<file path="src/logic/ffs_pkg.sv">
package ffs_pkg;
    // Flag register bit positions.
    localparam int FLG_READY   = 7;
    localparam int FLG_ESUSP   = 6;
    localparam int FLG_EERR    = 5;
    localparam int FLG_PERR    = 4;
    localparam int FLG_VERR    = 3;
    localparam int FLG_PSUSP   = 2;
    localparam int FLG_PROT    = 1;
    localparam int FLG_RSVD    = 0;
    // Instruction opcodes carried on the link.
    localparam logic [7:0] OP_WRITE_ENABLE_CMD   = 8'h06;
    localparam logic [7:0] OP_WRITE_DISABLE_CMD   = 8'h04;
    localparam logic [7:0] OP_RFLAG  = 8'h70;
    localparam logic [7:0] OP_CFLAG  = 8'h50;
    localparam logic [7:0] OP_SUSP   = 8'h75;
    localparam logic [7:0] OP_RESUME = 8'h7a;
    localparam logic [7:0] OP_STATUS_WRITE_CMD   = 8'h01;
    localparam logic [7:0] OP_LOCK_WRITE_CMD   = 8'he5;
    localparam logic [7:0] OP_OTPP   = 8'h42;
    localparam logic [7:0] OP_PPROG  = 8'h02;
    localparam logic [7:0] OP_DPROG  = 8'ha2;
    localparam logic [7:0] OP_DEPROG = 8'hd2;
    localparam logic [7:0] OP_QPROG  = 8'h32;
    localparam logic [7:0] OP_QEPROG = 8'h12;
    localparam logic [7:0] OP_SSERA  = 8'h20;
    localparam logic [7:0] OP_SERA   = 8'hd8;
    localparam logic [7:0] OP_BERA   = 8'hc7;
    localparam logic [7:0] OP_RDVEC  = 8'h65;
    localparam logic [7:0] OP_WRVEC  = 8'h61;
    // Driver strength default, 30 ohm code.
    localparam logic [2:0] DRV_DEFAULT = 3'h7;
    // Host APB register offsets.
    localparam logic [7:0] REG_CMD  = 8'h00;
    localparam logic [7:0] REG_STAT = 8'h04;
    localparam logic [7:0] REG_RDAT = 8'h08;
    // Serial clock divider half period in system clocks.
    localparam int SCK_HALF = 8;
endpackage : ffs_pkg

</file>
<file path="src/logic/ffs_if.sv">
`timescale 1ns/1ps
// Serial link between host and flag device.
interface ffs_if;
    logic sck;    // Serial clock from host.
    logic cs_n;   // Chip select, active low.
    logic mosi;   // Host to device data.
    logic miso;   // Device to host data.
    modport dev  (input sck, input cs_n, input mosi, output miso);
    modport host (output sck, output cs_n, output mosi, input miso);
endinterface : ffs_if

</file>
<file path="src/logic/ffs_dev.sv">
// The address map and the APB interface to the registers were left to the implementer.
`timescale 1ns/1ps
// Function
// - Hold eight-bit flag register, status and errors.
// - Read-flags returns all; clear-flags clears errors.
// - Fixed bit map: ready down to reserved.
// - Ready bit is inverse of busy.
// - Host polls ready or busy for completion.
// - Suspend during erase sets erase-suspended.
// - Resume clears erase-suspended bit.
// - Host trusts suspend bits only when ready.
// - Erase failure or protection sets erase error.
// - Erase error sticky until clear-flags.
// - Program failure, or overprogram with accelerator high and pattern a multiple of 64 bits, sets program error.
// - Program error covers all program instructions.
// - Program error sticky until clear-flags.
// - Accelerator drop during operation sets voltage error.
// - Voltage error sticky until clear-flags.
// - Suspend during program sets program-suspended; resume clears it.
// - Protected target or locked write sets protection.
// - Protection error sticky until clear-flags.
// - Modify accepted only on whole-byte clock count.
// - Modify refused unless write-permit latch set.
// - Latch cleared at reset and when a modify instruction is accepted.
// - Driver strength field defaults from nonvolatile.
module ffs_dev
    import ffs_pkg::*;
(
    input  wire logic       sys_clk,         // System clock.
    input  wire logic       rst_n,           // Async reset, active low.
    ffs_if.dev              link,            // Serial link.
    input  wire logic [2:0] nonvolatile_config, // Stored driver strength.
    input  wire logic       op_done,         // Controller finished operation.
    input  wire logic       erase_fail,      // Erase verify failed.
    input  wire logic       prog_fail,       // Program verify failed.
    input  wire logic       over_prog,       // One written over zero.
    input  wire logic       pat64,           // Pattern is multiple of 64 bits.
    input  wire logic       acc_high,        // Accelerator supply at high level.
    input  wire logic       area_prot,       // Target protected or OTP locked.
    input  wire logic       wp_lock,         // Write-protect pin with disable bit.
    output logic            op_start,        // Pulse: program or erase operation begins.
    output logic            op_erase,        // Started operation is an erase.
    output logic [2:0]      volatile_enh_config, // Driver strength field.
    output logic            write_permit_latch,  // Write permit state.
    output logic            busy_flag        // Operation in progress.
);
    // Whole device state.
    typedef struct packed {
        logic [1:0] sck_s;    // Serial clock synchroniser.
        logic [1:0] cs_s;     // Select synchroniser.
        logic [1:0] mo_s;     // Data synchroniser.
        logic       sck_p;    // Previous synced clock.
        logic       cs_p;     // Previous synced select.
        logic [7:0] sh;       // Input shift register.
        logic [2:0] bitc;     // Bit in byte counter.
        logic [3:0] nbyte;    // Bytes received, saturating.
        logic [7:0] op;       // Opcode of frame.
        logic [7:0] tx;       // Output shift register.
        logic       miso;     // Output bit.
        logic [7:0] flags;    // Flag register.
        logic       wpl;      // Write permit latch.
        logic       busy;     // Internal operation active.
        logic       erase;    // Active operation is an erase.
        logic       acc0;     // Accelerator level at start.
        logic [2:0] drv;      // Driver strength.
        logic       drv_ld;   // Driver field loaded after reset.
        logic       start;    // Start pulse.
    } ffs_dev_t;
    ffs_dev_t s_q, s_d;

    // True for instructions that modify data.
    function automatic logic is_mod(input logic [7:0] o);
        is_mod = (o == OP_STATUS_WRITE_CMD) || (o == OP_LOCK_WRITE_CMD) || (o == OP_OTPP) || (o == OP_PPROG) ||
                 (o == OP_DPROG) || (o == OP_DEPROG) || (o == OP_QPROG) ||
                 (o == OP_QEPROG) || (o == OP_SSERA) || (o == OP_SERA) || (o == OP_BERA);
    endfunction : is_mod

    // True for erase instructions.
    function automatic logic is_era(input logic [7:0] o);
        is_era = (o == OP_SSERA) || (o == OP_SERA) || (o == OP_BERA);
    endfunction : is_era

    // Next-state logic for the whole device.
    always_comb begin
        logic rise;
        logic fall;
        logic endf;
        logic [7:0] nsh;
        logic [7:0] fl;
        rise = 1'b0;
        fall = 1'b0;
        endf = 1'b0;
        nsh = 8'h00;
        fl = 8'h00;
        s_d = s_q;
        s_d.start = 1'b0;
        s_d.sck_s = {s_q.sck_s[0], link.sck};
        s_d.cs_s = {s_q.cs_s[0], link.cs_n};
        s_d.mo_s = {s_q.mo_s[0], link.mosi};
        s_d.sck_p = s_q.sck_s[1];
        s_d.cs_p = s_q.cs_s[1];
        rise = s_q.sck_s[1] & ~s_q.sck_p & ~s_q.cs_s[1];
        fall = ~s_q.sck_s[1] & s_q.sck_p & ~s_q.cs_s[1];
        // Only the second select flop is read, so a metastable first stage never leaks.
        endf = s_q.cs_s[1] & ~s_q.cs_p;
        // Flag byte as read: ready is the inverse of busy, reserved bit zero.
        fl = {~s_q.busy, s_q.flags[6:1], 1'b0};
        // A deselected link restarts byte counting for the next frame.
        if (s_q.cs_s[1]) begin
            s_d.bitc = 3'h0;
            s_d.nbyte = 4'h0;
        end
        // Driver field loaded from nonvolatile store once after reset.
        if (!s_q.drv_ld) begin
            s_d.drv = nonvolatile_config;
            s_d.drv_ld = 1'b1;
        end
        // Shift in on rising serial clock.
        if (rise) begin
            nsh = {s_q.sh[6:0], s_q.mo_s[1]};
            s_d.sh = nsh;
            s_d.bitc = s_q.bitc + 3'h1;
            if (s_q.bitc == 3'h7) begin
                if (s_q.nbyte != 4'hf) begin
                    s_d.nbyte = s_q.nbyte + 4'h1;
                end
                if (s_q.nbyte == 4'h0) begin
                    s_d.op = nsh;
                    // Read-flags loads all bits, reserved bit zero.
                    if (nsh == OP_RFLAG) begin
                        s_d.tx = fl;
                    end else if (nsh == OP_RDVEC) begin
                        s_d.tx = {5'h00, s_q.drv};
                    end
                end else if (s_q.nbyte == 4'h1 && s_q.op == OP_WRVEC) begin
                    s_d.drv = nsh[2:0];
                end
            end
        end
        // Shift out on falling serial clock; flags repeat for polling.
        if (fall) begin
            if (s_q.bitc == 3'h0 && s_q.op == OP_RFLAG) begin
                // Fresh flags at each byte start; the first bit goes out now.
                s_d.miso = fl[7];
                s_d.tx = {fl[6:0], 1'b0};
            end else begin
                s_d.miso = s_q.tx[7];
                s_d.tx = {s_q.tx[6:0], 1'b0};
            end
        end
        // Execute instruction at end of frame.
        if (endf && s_q.nbyte != 4'h0) begin
            if (s_q.op == OP_WRITE_ENABLE_CMD) begin
                s_d.wpl = 1'b1;
            end else if (s_q.op == OP_WRITE_DISABLE_CMD) begin
                s_d.wpl = 1'b0;
            end else if (s_q.op == OP_CFLAG) begin
                s_d.flags[FLG_EERR] = 1'b0;
                s_d.flags[FLG_PERR] = 1'b0;
                s_d.flags[FLG_VERR] = 1'b0;
                s_d.flags[FLG_PROT] = 1'b0;
            end else if (s_q.op == OP_SUSP && s_q.busy) begin
                if (s_q.erase) begin
                    s_d.flags[FLG_ESUSP] = 1'b1;
                end else begin
                    s_d.flags[FLG_PSUSP] = 1'b1;
                end
            end else if (s_q.op == OP_RESUME) begin
                s_d.flags[FLG_ESUSP] = 1'b0;
                s_d.flags[FLG_PSUSP] = 1'b0;
            end else if (is_mod(s_q.op) && s_q.bitc == 3'h0 && s_q.wpl && !s_q.busy) begin
                s_d.wpl = 1'b0;
                if (s_q.op == OP_STATUS_WRITE_CMD && wp_lock) begin
                    s_d.flags[FLG_PROT] = 1'b1;
                end else if (area_prot && s_q.op != OP_STATUS_WRITE_CMD) begin
                    s_d.flags[FLG_PROT] = 1'b1;
                    if (is_era(s_q.op)) begin
                        s_d.flags[FLG_EERR] = 1'b1;
                    end else if (s_q.op != OP_LOCK_WRITE_CMD) begin
                        s_d.flags[FLG_PERR] = 1'b1;
                    end
                end else if (s_q.op != OP_STATUS_WRITE_CMD && s_q.op != OP_LOCK_WRITE_CMD) begin
                    s_d.busy = 1'b1;
                    s_d.erase = is_era(s_q.op);
                    s_d.acc0 = acc_high;
                    s_d.start = 1'b1;
                end
            end
        end
        // Events from the controller during an operation; errors are sticky.
        if (s_q.busy) begin
            if (s_q.acc0 && !acc_high) begin
                s_d.flags[FLG_VERR] = 1'b1;
            end
            if (op_done) begin
                s_d.busy = 1'b0;
                if (s_q.erase && erase_fail) begin
                    s_d.flags[FLG_EERR] = 1'b1;
                end
                if (!s_q.erase && (prog_fail || (over_prog && acc_high && pat64))) begin
                    s_d.flags[FLG_PERR] = 1'b1;
                end
            end
        end
        s_d.flags[FLG_READY] = 1'b0;
        s_d.flags[FLG_RSVD] = 1'b0;
    end

    // State register.
    always_ff @(posedge sys_clk or negedge rst_n) begin
        if (!rst_n) begin
            s_q <= '0;
        end else begin
            s_q <= s_d;
        end
    end

    assign link.miso = s_q.miso;             // Serial output bit.
    assign op_start = s_q.start;             // Start pulse.
    assign op_erase = s_q.erase;             // Operation kind.
    assign volatile_enh_config = s_q.drv_ld ? s_q.drv : DRV_DEFAULT;
    assign write_permit_latch = s_q.wpl;     // Latch state.
    assign busy_flag = s_q.busy;             // Busy state.
endmodule : ffs_dev

</file>
<file path="src/flat_wrapper.sv">
// flat-port wrapper written by rule: the top's interface ports become plain ports
module ffs_dev_flat import ffs_pkg::*;
  (sys_clk, rst_n, nonvolatile_config, op_done, erase_fail, prog_fail, over_prog, pat64, acc_high, area_prot, wp_lock, op_start, op_erase, volatile_enh_config, write_permit_latch, busy_flag, link_sck, link_cs_n, link_mosi, link_miso);
  ffs_if link_i ();
  input  wire logic sys_clk;
  input  wire logic rst_n;
  input  wire logic [2:0] nonvolatile_config;
  input  wire logic op_done;
  input  wire logic erase_fail;
  input  wire logic prog_fail;
  input  wire logic over_prog;
  input  wire logic pat64;
  input  wire logic acc_high;
  input  wire logic area_prot;
  input  wire logic wp_lock;
  output logic op_start;
  output logic op_erase;
  output logic [2:0] volatile_enh_config;
  output logic write_permit_latch;
  output logic busy_flag;
  input wire logic [$bits(link_i.sck)-1:0] link_sck;
  input wire logic [$bits(link_i.cs_n)-1:0] link_cs_n;
  input wire logic [$bits(link_i.mosi)-1:0] link_mosi;
  output wire logic [$bits(link_i.miso)-1:0] link_miso;
  assign link_i.sck = link_sck;
  assign link_i.cs_n = link_cs_n;
  assign link_i.mosi = link_mosi;
  assign link_miso = link_i.miso;
  ffs_dev u_core (.sys_clk(sys_clk), .rst_n(rst_n), .link(link_i), .nonvolatile_config(nonvolatile_config), .op_done(op_done), .erase_fail(erase_fail), .prog_fail(prog_fail), .over_prog(over_prog), .pat64(pat64), .acc_high(acc_high), .area_prot(area_prot), .wp_lock(wp_lock), .op_start(op_start), .op_erase(op_erase), .volatile_enh_config(volatile_enh_config), .write_permit_latch(write_permit_latch), .busy_flag(busy_flag));
endmodule
</file>
<file path="config.mk">
export PLATFORM = sky130hd
export DESIGN_NAME = ffs_dev_flat
export DESIGN_NICKNAME = d
export VERILOG_FILES = /design/src/logic/ffs_pkg.sv /design/src/logic/ffs_if.sv /design/src/logic/ffs_dev.sv /design/src/flat_wrapper.sv
export SDC_FILE = /design/constraint.sdc
export NUM_CORES = 1
export LEC_CHECK = 0
export ABC_AREA = 1
export BUFFER_PORTS_ARGS = -buffer_cell sky130_fd_sc_hd__buf_2
export CORE_AREA = 2 2 70 89
export CTS_BUF_LIST = sky130_fd_sc_hd__clkbuf_2
export DETAILED_ROUTE_END_ITERATION = 8
export DIE_AREA = 0 0 72 91
export PLACE_DENSITY = 0.73
export SLEW_MARGIN = 0
export SYNTH_ARGS = -nofsm -noshare
export SYNTH_HDL_FRONTEND = slang
export SYNTH_SLANG_ARGS = --single-unit
</file>
<file path="constraint.sdc">
create_clock -name sys_clk -period 3.8 [get_ports sys_clk]
set_input_delay 0.57 -clock sys_clk [delete_from_list [all_inputs] [get_ports sys_clk]]
set_output_delay 0.57 -clock sys_clk [all_outputs]
set_load 0.02 [all_outputs]
</file>
* After elaboration in Yosys (flattened, before gate mapping)
Cells that the tools add are included.
** Word-level totals
- Flip-flop bits (word level) :: 54
- Bits of input ports :: 16
** Operators by class
- Reductions and logical operators :: 50
- Bitwise logic cells :: 17
- Muxes and demuxes :: 69
- Equality and inequality tests :: 32
- Add/subtract/negate cells :: 2
** Operator list (count)
- $eq A8 B7 Y1 const B :: 8
- $eq A8 B8 Y1 const B :: 5
- $mux W3 :: 12
- $mux W1 :: 33
- $mux W4 :: 6
- $mux W23 :: 1
- $mux W20 :: 1
- $mux W9 :: 2
- $eq A8 B3 Y1 const B :: 2
- $eq A8 B6 Y1 const B :: 2
- $mux W16 :: 1
- $mux W8 :: 2
- $logic_and A1 B1 Y1 :: 15
- $mux W5 :: 3
- $mux W2 :: 7
- $logic_or A1 B1 Y1 :: 13
- $not A1 Y1 :: 12
- $reduce_and A6 Y1 :: 2
- $reduce_bool A2 Y1 :: 6
- $reduce_and A10 Y1 :: 1
- $ne A3 B1 Y1 const B :: 3
- $reduce_bool A3 Y1 :: 3
- $eq A8 B1 Y1 const B :: 1
- $eq A8 B2 Y1 const B :: 1
- other kinds (20) :: 28

* Depth between registers and ports, before layout
Gate-level depths: netlist of run 1.
- Word-level depth :: 24
- Gate-level depth with buffers :: 12
- Gate-level depth less buffers :: 12

* Worst setup path after synthesis of run 1
Ideal clock, no wire load.
- Path type :: reg-to-reg
- Start :: register u_core.s_q[34] (netlist name)
- End :: register u_core.s_q, in the netlist u_core.op_erase
- Setup slack :: 2.282 ns
- Cell stages (with the launch flop) :: 11
- Arrival :: 1.442 ns
- Path buffers :: 0
- Library setup time :: 0.076 ns
- Data required time :: 3.724 ns
- Cell sequence :: dfrtp_1 -> inv_1 -> ha_1 -> nand2_4 -> nand2_2 -> nor2_4 -> nand2_1 -> nand3b_4 -> nor2_4 -> nand2_1 -> o21ai_1
** Between the ends
- Word-level cells in the longest chain between the ends :: 3
** RTL lines
- from (decl) :: line ffs_dev.sv:69 : ffs_dev_t s_q, s_d;
- from (signal assigned) :: line ffs_dev.sv:212 : s_q <= '0;
- from (signal assigned) :: line ffs_dev.sv:214 : s_q <= s_d;
- $reduce_bool A4 Y1 :: line ffs_dev.sv:152 : if (endf && s_q.nbyte != 4'h0) begin
- $logic_and A1 B1 Y1 :: line ffs_dev.sv:152
- $reduce_and A10 Y1 (no source line)
No other way between the ends.
A chain may end at the register's enable or synchronous reset.

* Final worst setup path of run 1
- Start :: register u_core.s_q[50] (netlist name)
- End :: register u_core.s_q[21] (netlist name)
** Between the ends
- Word-level cells in the longest chain between the ends :: 5
- Elaborated cells on any way between the ends :: 11
- Those cells by class :: mux (1); bitwise (5); reduce/logical (5)
** RTL lines
- $not A1 Y1 :: line ffs_dev.sv:102 : rise = s_q.sck_s[1] & ~s_q.sck_p & ~s_q.cs_s[1];
- $and A1 B1 Y1 (2 in series) :: line ffs_dev.sv:102
- $reduce_bool A2 Y1 (no source line)
- $reduce_and A4 Y1 (no source line)
Parallel ways exist; a longest one is shown, timed or not.

==> reports/results.ini, run 1 <==
[routing]
vias = 2525
vias_per_cell = 5.350
drtPass1Iterations = 5
drtIter0Drc = 147
wirelength_um = 6290
wl_per_cell_um = 13.33
final_antenna_net_count = 0
drc = 0

[yosys]
synth.net_count = 400
ys_warn_count = 0
ys_ff_latch = 54
synth-edff-count = 0
synth.avg_cell_area_um2 = 7.689
ys_seq_area_share_pct = 46.49
yosysUniqueCellTypes = 32
ys_top_cells_by_count = nand2_1, dfrtp_1, inv_1
ys.flop_type = dfrtp_1
ys_top_cells_by_area = dfrtp_1, nand2_1, nand3_1, inv_1, o21ai_1
synthCells = 378
synthArstFlopShare_pct = 100.0
yosys.area.top_type = dfrtp_1
yosysMostFrequentCell = nand2_1
yosysTopAreaCellShare_pct = 46.49
synth_area_mm2 = 0.002907

[finish]
final_layout_size_suffix_gt1_share_pct = 17.49
areaGrowthSynthToFinish_pct = 8.997
multi_input_area_mm2 = 0.001331
diodes = 0
final_util_pct = 55.56
nets = 427
final-seq-area_mm2 = 0.001351
fill_cells = 519

[sta]
setup_ws_ns = 1.442
max_freq_ghz = 0.4241
setup_viol = 0
fin_crit_ns = 2.358
worst_pin_slew_ns = 0.7765
fin_setup_tns_ns = 0
fin_crit_sh_pct = 62.05
slew_viol_final = 0
relSlewSlack_pct = 48.23
skew_ns = 0.02213
rsz0062_at_grt = no
final-hold-violation-count = 0

[placement]
dp_hpwl_um = 4777
gp_congestion = 0.8647
dp_slack_ns = 1.521
port_buffers = 23

[clock_tree]
cts_resized = 0
clock-sinks = 54
cts_buffer_depth = 2
cts_setup_buffers = 0
cts_tree = done
clk_latency_ns = 0.46
path_clk_slew_ns = 0.30
cts_hold_buf = 0
cts_root_buf = clkbuf_2
cts_made_buffers = 5
htree_levels = 2

[worst_setup_path]
r2r-start = u_core.s_q[50]$_DFF_PN0_
critical_path_arrival_ns = 2.75
path_class = flop to flop
cp-startpoint = u_core.s_q[50]$_DFF_PN0_
worstPathRequired_ns = 4.19
start_kind = flop
critPathMaxFanout = 22
endpoint_kind = flop

[pwr]
irDropWorstVdd_v = 0.0002106
p_leak_nw = 1.614
power.density_mw_per_mm2 = 323.5

[global_route]
grt_usage_pct = 20.01
antenna_found_initial = 0
grt_max_degree = 33
grt_pass1_wl_um = 10430
grt_overflow_total = 0
grt_pass1_vias = 2365

[floorplan]
num_rows = 31
core-area_mm2 = 0.005702
start_util_pct = 50.98
die_area_mm2 = 0.006552
die_w_um = 72
pin_count = 24
fp.dieH_um = 91

[run_status]
status = finished clean

[hold_path]
hold_class = input port to asynchronous set/reset pin

[run]
cap_violations = 0

-- where the power goes --
| group | switching (W) | leakage [nW] | internal (W) |
|---|---|---|---|
| registers | 0.0000282 | 0.697 | 0.000602 |
| clock network | 0.000198 | 0.0411 | 0.000115 |
| logic | 0.0000536 | 0.876 | 0.0000277 |
-- flip-flops by register name, indices dropped and copies added, names as in the netlist --
signal	cells
u_core.busy_flag	1
u_core.link.miso	1
u_core.op_erase	1
u_core.op_start	1
u_core.s_d	5
u_core.s_q	44
u_core.write_permit_latch	1
-- routing by layer --
metal  vias to the layer above  part of all wire [%]  track usage [%]
li1                       1266                     -                -
met1                      1180                    43            24.66
met2                        64                    50            35.26
met3                        15                   3.9            2.775
met4                         0                   2.4            6.918
met5                         -                     0                0
-- worst max-delay path, cell delays in order, from the launching register on --
cell,delay (ns)
dfrtp_1,0.45
inv_2,0.07
nand2_1,0.07
nor2_2,0.58
nand2_2,0.22
nor2_4,0.40
nand2_1,0.15
nand2_2,0.12
inv_2,0.08
nand2_1,0.07
nand3_1,0.06
-- area by class of cell --
type                            instances  area share (%)
Sequential cell                        54           42.65
Multi-Input combinational cell        265           42.02
Inverter                               55           6.517
Timing Repair Buffer                   24           3.870
Tap cell                               66           2.607
Clock inverter                          3           1.540
Clock buffer                            5          0.7899
-- placed cells by master (no fill, tap or decap), types with 2 or more instances in the layout --
master and n:
nand3_1 34, dfrtp_1 54, a21oi_1 7, nor3_1 7, nand2_1 108, inv_2 16, clkbuf_2 5, inv_1 38
nand2_2 5, nor2_4 4, buf_2 23, ha_1 6, nor2_2 7, o21ai_1 26, nor3_2 2, nor2_1 25
nand4_1 6, o211ai_1 3, o21ai_0 13
-- kinds of logic (layout without fill, tap and decap cells) --
kind of cell,count (synthesis),after routing,synth area share (%)
AOI/OAI and AO/OA,54,54,10.12
adders and majority gates,6,6,2.583
buffers and inverters,59,87,7.706
DFF,54,54,46.49
other,1,1,0.1290
and+or+nand+nor,204,204,32.97
-- worst paths after layout --
| kind | endpoint | slack [ns] | depth (start not counted) |
|---|---|---|---|
| max | u_core.s_q[21]$_DFFE_PN0P_ | 1.44 | 10 |
| min | u_core.op_erase$_DFFE_PN0P_ | 0.12 | 1 |
| max reg2reg | u_core.s_q[21]$_DFFE_PN0P_ | 1.44 | 10 |
| min reg2reg | u_core.s_q[52]$_DFF_PN0_ | 0.39 | 0 |
| max in group asynchronous | u_core.s_q[43]$_DFFE_PN0P_ | 2.89 | 2 |
| min in group sys_clk | u_core.s_d[54]$_DFF_PN0_ | 0.18 | 1 |
-- metrics by stage --
step	cells	area [um^2]	total power (W)	hold WS, ns
2_1_floorplan	378	2907	0.0006814	0.2744
3_3_place_gp	464	3094	0.0007177	0.3326
3_5_place_dp	464	3094	0.0007209	0.3357
4_1_cts	472	3168	0.001027	0.1309
5_1_grt	472	3168	0.001067	0.1268
6_report	472	3168	0.001025	0.1179
Power figures use the tool's default switching activity.
==> run 2, diff against run 1 <==
- clock period: 3.8 -> 2.46 ns (I/O delays scaled with it)
==> reports/results.ini, run 2 (synthesis gave the netlist of run 1 again) <==
[worst_setup_path]
critical_path_arrival_ns = 2.30  ; was 2.75 ns
worstPathRequired_ns = 2.88  ; was 4.19 ns
r2r_cells = 10  ; unchanged
start_kind = flop  ; unchanged
ff2ff_setup_slack_ns = 0.58  ; was 1.44 ns
reg2reg_to = u_core.s_q[20]$_DFFE_PN0P_  ; was u_core.s_q[21]$_DFFE_PN0P_
critPathMaxFanout = 15  ; was 22
cp-startpoint = u_core.s_q[38]$_DFFE_PN0P_  ; was u_core.s_q[50]$_DFF_PN0_
path_cells = inv_1 > ha_1 > inv_1 > nor2_1 > nand3_1 > a21oi_1 > o21ai_0 > nand2_1 > nand2_1 > nand2_1  ; was inv_2 > nand2_1 > nor2_2 > nand2_2 > nor2_4 > nand2_1 > nand2_2 > inv_2 > nand2_1 > nand3_1
path_class = flop to flop  ; unchanged
endpoint_kind = flop  ; unchanged
r2r-start = u_core.s_q[38]$_DFFE_PN0P_  ; was u_core.s_q[50]$_DFF_PN0_
endpoint = u_core.s_q[20]$_DFFE_PN0P_  ; was u_core.s_q[21]$_DFFE_PN0P_
crit_path_frequent_cell = nand2_1  ; unchanged
slowest_delay_ns = 0.46  ; was 0.58 ns
slowest_stage = nand3_1  ; was nor2_2

[routing]
vias_per_cell = 5.273  ; was 5.350
drc = 0  ; unchanged
drtIter0Drc = 206  ; was 147
wirelength_um = 6238  ; was 6290 um
final_antenna_net_count = 0  ; unchanged
wl_per_cell_um = 13.11  ; was 13.33 um
vias = 2510  ; was 2,525
drtPass1Iterations = 4  ; was 5

[floorplan]
start_util_pct = 50.98  ; unchanged
die_w_um = 72  ; unchanged
pin_count = 24  ; unchanged
num_rows = 31  ; unchanged
die_area_mm2 = 0.006552  ; unchanged
core-area_mm2 = 0.005702  ; unchanged
fp.dieH_um = 91  ; unchanged

[finish]
nets = 432  ; was 427
stdcell_count = 476  ; was 472
areaGrowthSynthToFinish_pct = 10.03  ; was 8.997%
final_cell_mix = nand2_1, dfrtp_1, inv_1  ; unchanged
layout_commonest_cell = nand2_1  ; unchanged
final_util_pct = 56.09  ; was 55.56%
largest_reg_flops = 44  ; unchanged
regMostFlops = u_core.s_q  ; unchanged
diodes = 0  ; unchanged
final_layout_size_suffix_gt1_share_pct = 17.32  ; was 17.49%

[global_route]
grt_pass1_wl_um = 10720  ; was 10,430 um
antenna_found_initial = 0  ; unchanged
grt_max_degree = 55  ; was 33
grt_usage_pct = 20.89  ; was 20.01%
grt_pass1_vias = 2328  ; was 2,365
grt_overflow_total = 0  ; unchanged

[pwr]
seq_power_share_pct = 63.4  ; was 61.5%
power.density_mw_per_mm2 = 479.4  ; was 323.5 mW/mm^2
p_int_w = 0.001139  ; was 0.0007449 W
p_leak_nw = 1.632  ; was 1.614 nW
swShare_pct = 25.69  ; was 27.32%
irDropWorstVdd_v = 0.0002868  ; was 0.0002106 V
power.switching_w = 0.0003939  ; was 0.0002800 W
power_frac_clock_pct = 28.1  ; was 30.6%
power_frac_comb_pct = 8.5  ; was 7.9%

[run]
cap_violations = 0  ; unchanged

[sta]
fin_crit_ns = 1.882  ; was 2.358 ns
setup_viol = 0  ; unchanged
rsz0062_at_grt = no  ; unchanged
relSlewSlack_pct = 55.71  ; was 48.23%
slew_viol_final = 0  ; unchanged
fin_setup_tns_ns = 0  ; unchanged
worst_pin_slew_ns = 0.6643  ; was 0.7765 ns
fin_crit_sh_pct = 76.49  ; was 62.05%
max_freq_ghz = 0.5314  ; was 0.4241 GHz
final-hold-violation-count = 0  ; unchanged
skew_ns = 0.02249  ; was 0.02213 ns

[clock_tree]
cts_made_buffers = 5  ; unchanged
cts_resized = 0  ; unchanged
path_clk_slew_ns = 0.26  ; was 0.30 ns
cts_root_buf = clkbuf_2  ; unchanged
cts_setup_buffers = 0  ; unchanged
clock-sinks = 54  ; unchanged
clk_latency_ns = 0.45  ; was 0.46 ns
cts_tree = done  ; unchanged
cts_buffer_depth = 2  ; unchanged
htree_levels = 2  ; unchanged
cts_hold_buf = 0  ; unchanged

[placement]
dp_hpwl_um = 4803  ; was 4777 um
placedCellCount = 466  ; was 464
port_buffers = 23  ; unchanged
gp_congestion = 0.8678  ; was 0.8647

[run_status]
status = finished clean  ; unchanged

[hold_path]
hold_class = input port to asynchronous set/reset pin  ; unchanged

[run 2: worst min path at each step]
stage	end	slack (ns)	depth (start not counted)
final	u_core.s_q[15]$_DFFE_PN0P_	0.0009	2
after global routing	u_core.s_q[15]$_DFFE_PN0P_	0.03	2
after CTS	u_core.s_d[54]$_DFF_PN0_	0.001	1
after detailed placement	u_core.s_d[50]$_DFF_PN0_	0.34	0
after global placement	u_core.s_q[52]$_DFF_PN0_	0.33	0
after floorplan	u_core.busy_flag$_DFF_PN0_	0.07	0
[run 2: worst max-delay path, delay by kind of cell (launching register included)]
kind,cells,cell delay (ns)
AND/OR/NAND/NOR,5,0.79
flip-flops,1,0.44
AO/OA/AOI/OAI,2,0.37
buffers and inverters,2,0.12
adder cells (fa/ha/maj),1,0.14
[run 2: metal layers]
layer	GRT usage (%)	share of wire, %	vias to the layer above
met2	35.80	52	44
li1	-	-	1276
met3	3.663	3.3	13
met4	6.604	2.1	0
met5	0	0	-
met1	26.46	43	1177
[run 2: layout make-up]
cell class | count | area (um^2)
Fill cell | 552 | 2504
Sequential cell | 54 | 1351
Multi-Input combinational cell | 265 | 1331
Inverter | 55 | 206.4
Timing Repair Buffer | 29 | 167.7
Tap cell | 66 | 82.58
Clock inverter | 2 | 33.78
Clock buffer | 5 | 25.02
[run 2: power groups by stage]
| stage | logic (W) | registers (W) | clock network (W) |
|---|---|---|---|
| after floorplan | 0.0000768 | 0.000976 | 0 |
| after global placement | 0.000125 | 0.000987 | 0 |
| after CTS | 0.000130 | 0.000972 | 0.000442 |
| after global routing | 0.000154 | 0.000980 | 0.000479 |
| after detailed placement | 0.000129 | 0.000987 | 0 |
| final | 0.000131 | 0.000972 | 0.000430 |
[run 2: through the flow]
step | total power, W | hold slack (ns) | area, um^2 | setup slack, ns
3_3_place_gp | 0.001112 | 0.3335 | 3109 | 0.6719
3_5_place_dp | 0.001116 | 0.3380 | 3109 | 0.6037
2_1_floorplan | 0.001053 | 0.07341 | 2907 | 0.9421
4_1_cts | 0.001543 | 0.001430 | 3168 | 0.5831
6_report | 0.001533 | 0.0009099 | 3198 | 0.5783
5_1_grt | 0.001612 | 0.02783 | 3198 | 0.3498
==> run 3, diff against run 2 <==
- ABC_AREA: 1 -> 0
- CORE_AREA: 2 2 70 89 -> 2 2 69 88
- DIE_AREA: 0 0 72 91 -> 0 0 71 90
- PLACE_DENSITY: 0.73 -> 0.75
- clock period: 2.46 -> 1.5 ns (I/O delays scaled with it)
==> reports/results.ini, run 3 <==
[run_status]
status = finished, violations left  ; was finished clean
violations = setup timing

[yosys]
ys_seq_area_share_pct = 47.85  ; was 46.49%
synth-edff-count = 0  ; unchanged
ys_ff_latch = 54  ; unchanged
yosysTopAreaCellShare_pct = 47.85  ; was 46.49%
synth_area_mm2 = 0.002824  ; was 0.002907 mm^2
yosysUniqueCellTypes = 61  ; was 32
ys_top_cells_by_area = dfrtp_1, mux2_2, a21oi_1, ha_1, nor2_1  ; was dfrtp_1, nand2_1, nand3_1, inv_1, o21ai_1
ys_warn_count = 0  ; unchanged
ys.flop_type = dfrtp_1  ; unchanged
yosys.area.top_type = dfrtp_1  ; unchanged
yosysMostFrequentCell = dfrtp_1  ; was nand2_1
synth.net_count = 282  ; was 400
synthArstFlopShare_pct = 100.0  ; unchanged
synth.avg_cell_area_um2 = 10.86  ; was 7.689 um^2
synthCells = 260  ; was 378
ys_top_cells_by_count = dfrtp_1, mux2_2, nor2_1  ; was nand2_1, dfrtp_1, inv_1

[worst_setup_path]
worstPathRequired_ns = 1.87  ; was 2.88 ns
reg2reg_to = u_core.s_q[13]$_DFF_PN0_  ; was u_core.s_q[20]$_DFFE_PN0P_
cp-startpoint = u_core.s_q[27]$_DFFE_PN0P_  ; was u_core.s_q[38]$_DFFE_PN0P_
endpoint = u_core.s_q[13]$_DFF_PN0_  ; was u_core.s_q[20]$_DFFE_PN0P_
path_class = flop to flop  ; unchanged
ff2ff_setup_slack_ns = -0.69  ; was 0.58 ns
endpoint_kind = flop  ; unchanged
r2r_cells = 6  ; was 10
r2r-start = u_core.s_q[27]$_DFFE_PN0P_  ; was u_core.s_q[38]$_DFFE_PN0P_
start_kind = flop  ; unchanged
critPathMaxFanout = 3  ; was 15
critical_path_arrival_ns = 2.56  ; was 2.30 ns

[routing]
vias_per_cell = 5.720  ; was 5.273
wirelength_um = 7910  ; was 6238 um
vias = 2551  ; was 2,510
final_antenna_net_count = 0  ; unchanged
drtPass1Iterations = 4  ; unchanged
drc = 0  ; unchanged
drtIter0Drc = 161  ; was 206
wl_per_cell_um = 17.74  ; was 13.11 um

[pwr]
p_leak_nw = 1.921  ; was 1.632 nW
irDropWorstVdd_v = 0.0005372  ; was 0.0002868 V
power.density_mw_per_mm2 = 694.3  ; was 479.4 mW/mm^2
p_total_w = 0.002910  ; was 0.001533 W

[clock_tree]
cts_tree = done  ; unchanged
clk_latency_ns = 0.44  ; was 0.45 ns
cts_made_buffers = 5  ; unchanged
cts_buffer_depth = 2  ; unchanged
path_clk_slew_ns = 0.26  ; about the same
cts_root_buf = clkbuf_2  ; unchanged
htree_levels = 2  ; unchanged
clock-sinks = 54  ; unchanged

[floorplan]
start_util_pct = 50.21  ; was 50.98%
core-area_mm2 = 0.005624  ; was 0.005702 mm^2
num_rows = 31  ; unchanged
fp.dieH_um = 90  ; was 91 um
die_area_mm2 = 0.006390  ; was 0.006552 mm^2
die_w_um = 71  ; was 72 um
pin_count = 24  ; unchanged

[sta]
max_freq_ghz = 0.4572  ; was 0.5314 GHz
rsz0062_at_grt = yes  ; was no
final-hold-violation-count = 0  ; unchanged
fin_crit_ns = 2.187  ; was 1.882 ns
setup_viol = 32  ; was 0
fin_crit_sh_pct = 145.8  ; was 76.49%
slew_viol_final = 0  ; unchanged
setup_ws_ns = -0.6871  ; was 0.5783 ns
skew_ns = 0.007002  ; was 0.02249 ns

[hold_path]
hold_class = input port to flop  ; was input port to asynchronous set/reset pin

[finish]
largest_reg_flops = 44  ; unchanged
nets = 401  ; was 432
final_layout_size_suffix_gt1_share_pct = 53.16  ; was 17.32%
final_util_pct = 74.53  ; was 56.09%
regMostFlops = u_core.s_q  ; unchanged
diodes = 0  ; unchanged
areaGrowthSynthToFinish_pct = 48.43  ; was 10.03%
layout_commonest_cell = buf_4  ; was nand2_1
final_cell_mix = buf_4, dfrtp_1, buf_2  ; was nand2_1, dfrtp_1, inv_1

[global_route]
grt_usage_pct = 24.43  ; was 20.89%
grt_pass1_wl_um = 12430  ; was 10,720 um
grt_pass1_vias = 2671  ; was 2,328
grt_max_degree = 55  ; unchanged
grt_overflow_total = 0  ; unchanged
antenna_found_initial = 0  ; unchanged

[placement]
gp_congestion = 0.8877  ; was 0.8678
port_buffers = 23  ; unchanged
dp_hpwl_um = 4765  ; was 4803 um

[run]
cap_violations = 0  ; unchanged

==> run 3: cell types whose count changed after synthesis, moves of 7 or more <==
cell,previous run,this run
nor2_2,7,0
mux2_2,0,28
nand2_1,108,11
nor2_1,25,18
inv_1,38,14
o21ai_1,26,0
a21oi_1,7,15
nand2b_1,0,8
nand3_1,34,5
inv_2,16,0
==> run 3: cell type report <==
| type | instances | area (um^2) |
|---|---|---|
| clock buffers | 5 | 25.02 |
| flip-flops and latches | 54 | 1355 |
| inverters | 14 | 52.55 |
| clock inverters | 3 | 16.27 |
| repair buffers | 122 | 968.4 |
| well taps | 66 | 82.58 |
| fillers | 336 | 1433 |
| multi-input cells | 182 | 1692 |
==> run 3: logic make-up after synthesis <==
group	after synthesis	synth area share (%)
AND/OR/NAND/NOR	87	19.63
flip-flops	54	47.85
AO/OA/AOI/OAI	51	11.96
multiplexers	34	13.29
buffers and inverters	24	3.544
adder cells (fa/ha/maj)	6	2.658
XOR/XNOR	3	0.9306
other	1	0.1328
==> run 3: worst min path at each step <==
stage                     from                                    end  cells after the start
finish              erase_fail               u_core.s_q[14]$_DFF_PN0_                      3
global route        erase_fail               u_core.s_q[14]$_DFF_PN0_                      3
CTS                   acc_high              u_core.s_q[5]$_DFFE_PN0P_                      2
detailed placement       rst_n  u_core.write_permit_latch$_DFFE_PN0P_                      2
global placement         rst_n             u_core.s_q[40]$_DFFE_PN0P_                      2
floorplan                rst_n             u_core.busy_flag$_DFF_PN0_                      0
==> run 3: repair_timing <==
item                                    in CTS  in global routing
endpoints found under the hold margin       58                  1
endpoints found under the setup margin      35                 42
hold buffers                                 5                  1
buffers inserted                            13                 13
resized for setup                           57                 40
cloned                                       1                  0
pin swaps                                   19                  8
==> run 3: through the flow <==
step                      hold WS, ns  setup slack (ns)  std cells  cell area (um^2)  TNS [ns]
after detailed placement       0.2442           -0.7181        411              3566    -12.94
after floorplan              -0.07059           -0.5081        260              2893    -9.770
final                         0.06829           -0.6871        446              4192    -12.27
after global placement         0.2430           -0.6152        411              3566    -12.01
after CTS                     0.01359           -0.6353        436              3988    -12.63
after global routing          0.06776           -0.7481        446              4192    -14.12
==> run 3: where the power goes <==
| part | switching, W | internal [W] |
|---|---|---|
| sequential | 0.0000877 | 0.00160 |
| clock | 0.000465 | 0.000109 |
| combinational | 0.000275 | 0.000378 |
==> run 3: per-layer routing <==
layer | part of all wire (%) | track usage (%) | routed length (um)
met1 | 40 | 27.54 | 3147
met2 | 53 | 43.38 | 4228
met3 | 3.7 | 4.260 | 295
met4 | 3.0 | 12.26 | 240
met5 | 0 | 0 | 0
==> run 3: worst max-delay path: stages, from the launching register on <==
cell and delay, ns:
dfrtp_1 0.49, buf_6 0.14, or4b_4 0.55, or4_4 0.46, nor4_4 0.16, o32ai_1 0.12
a31o_1 0.20
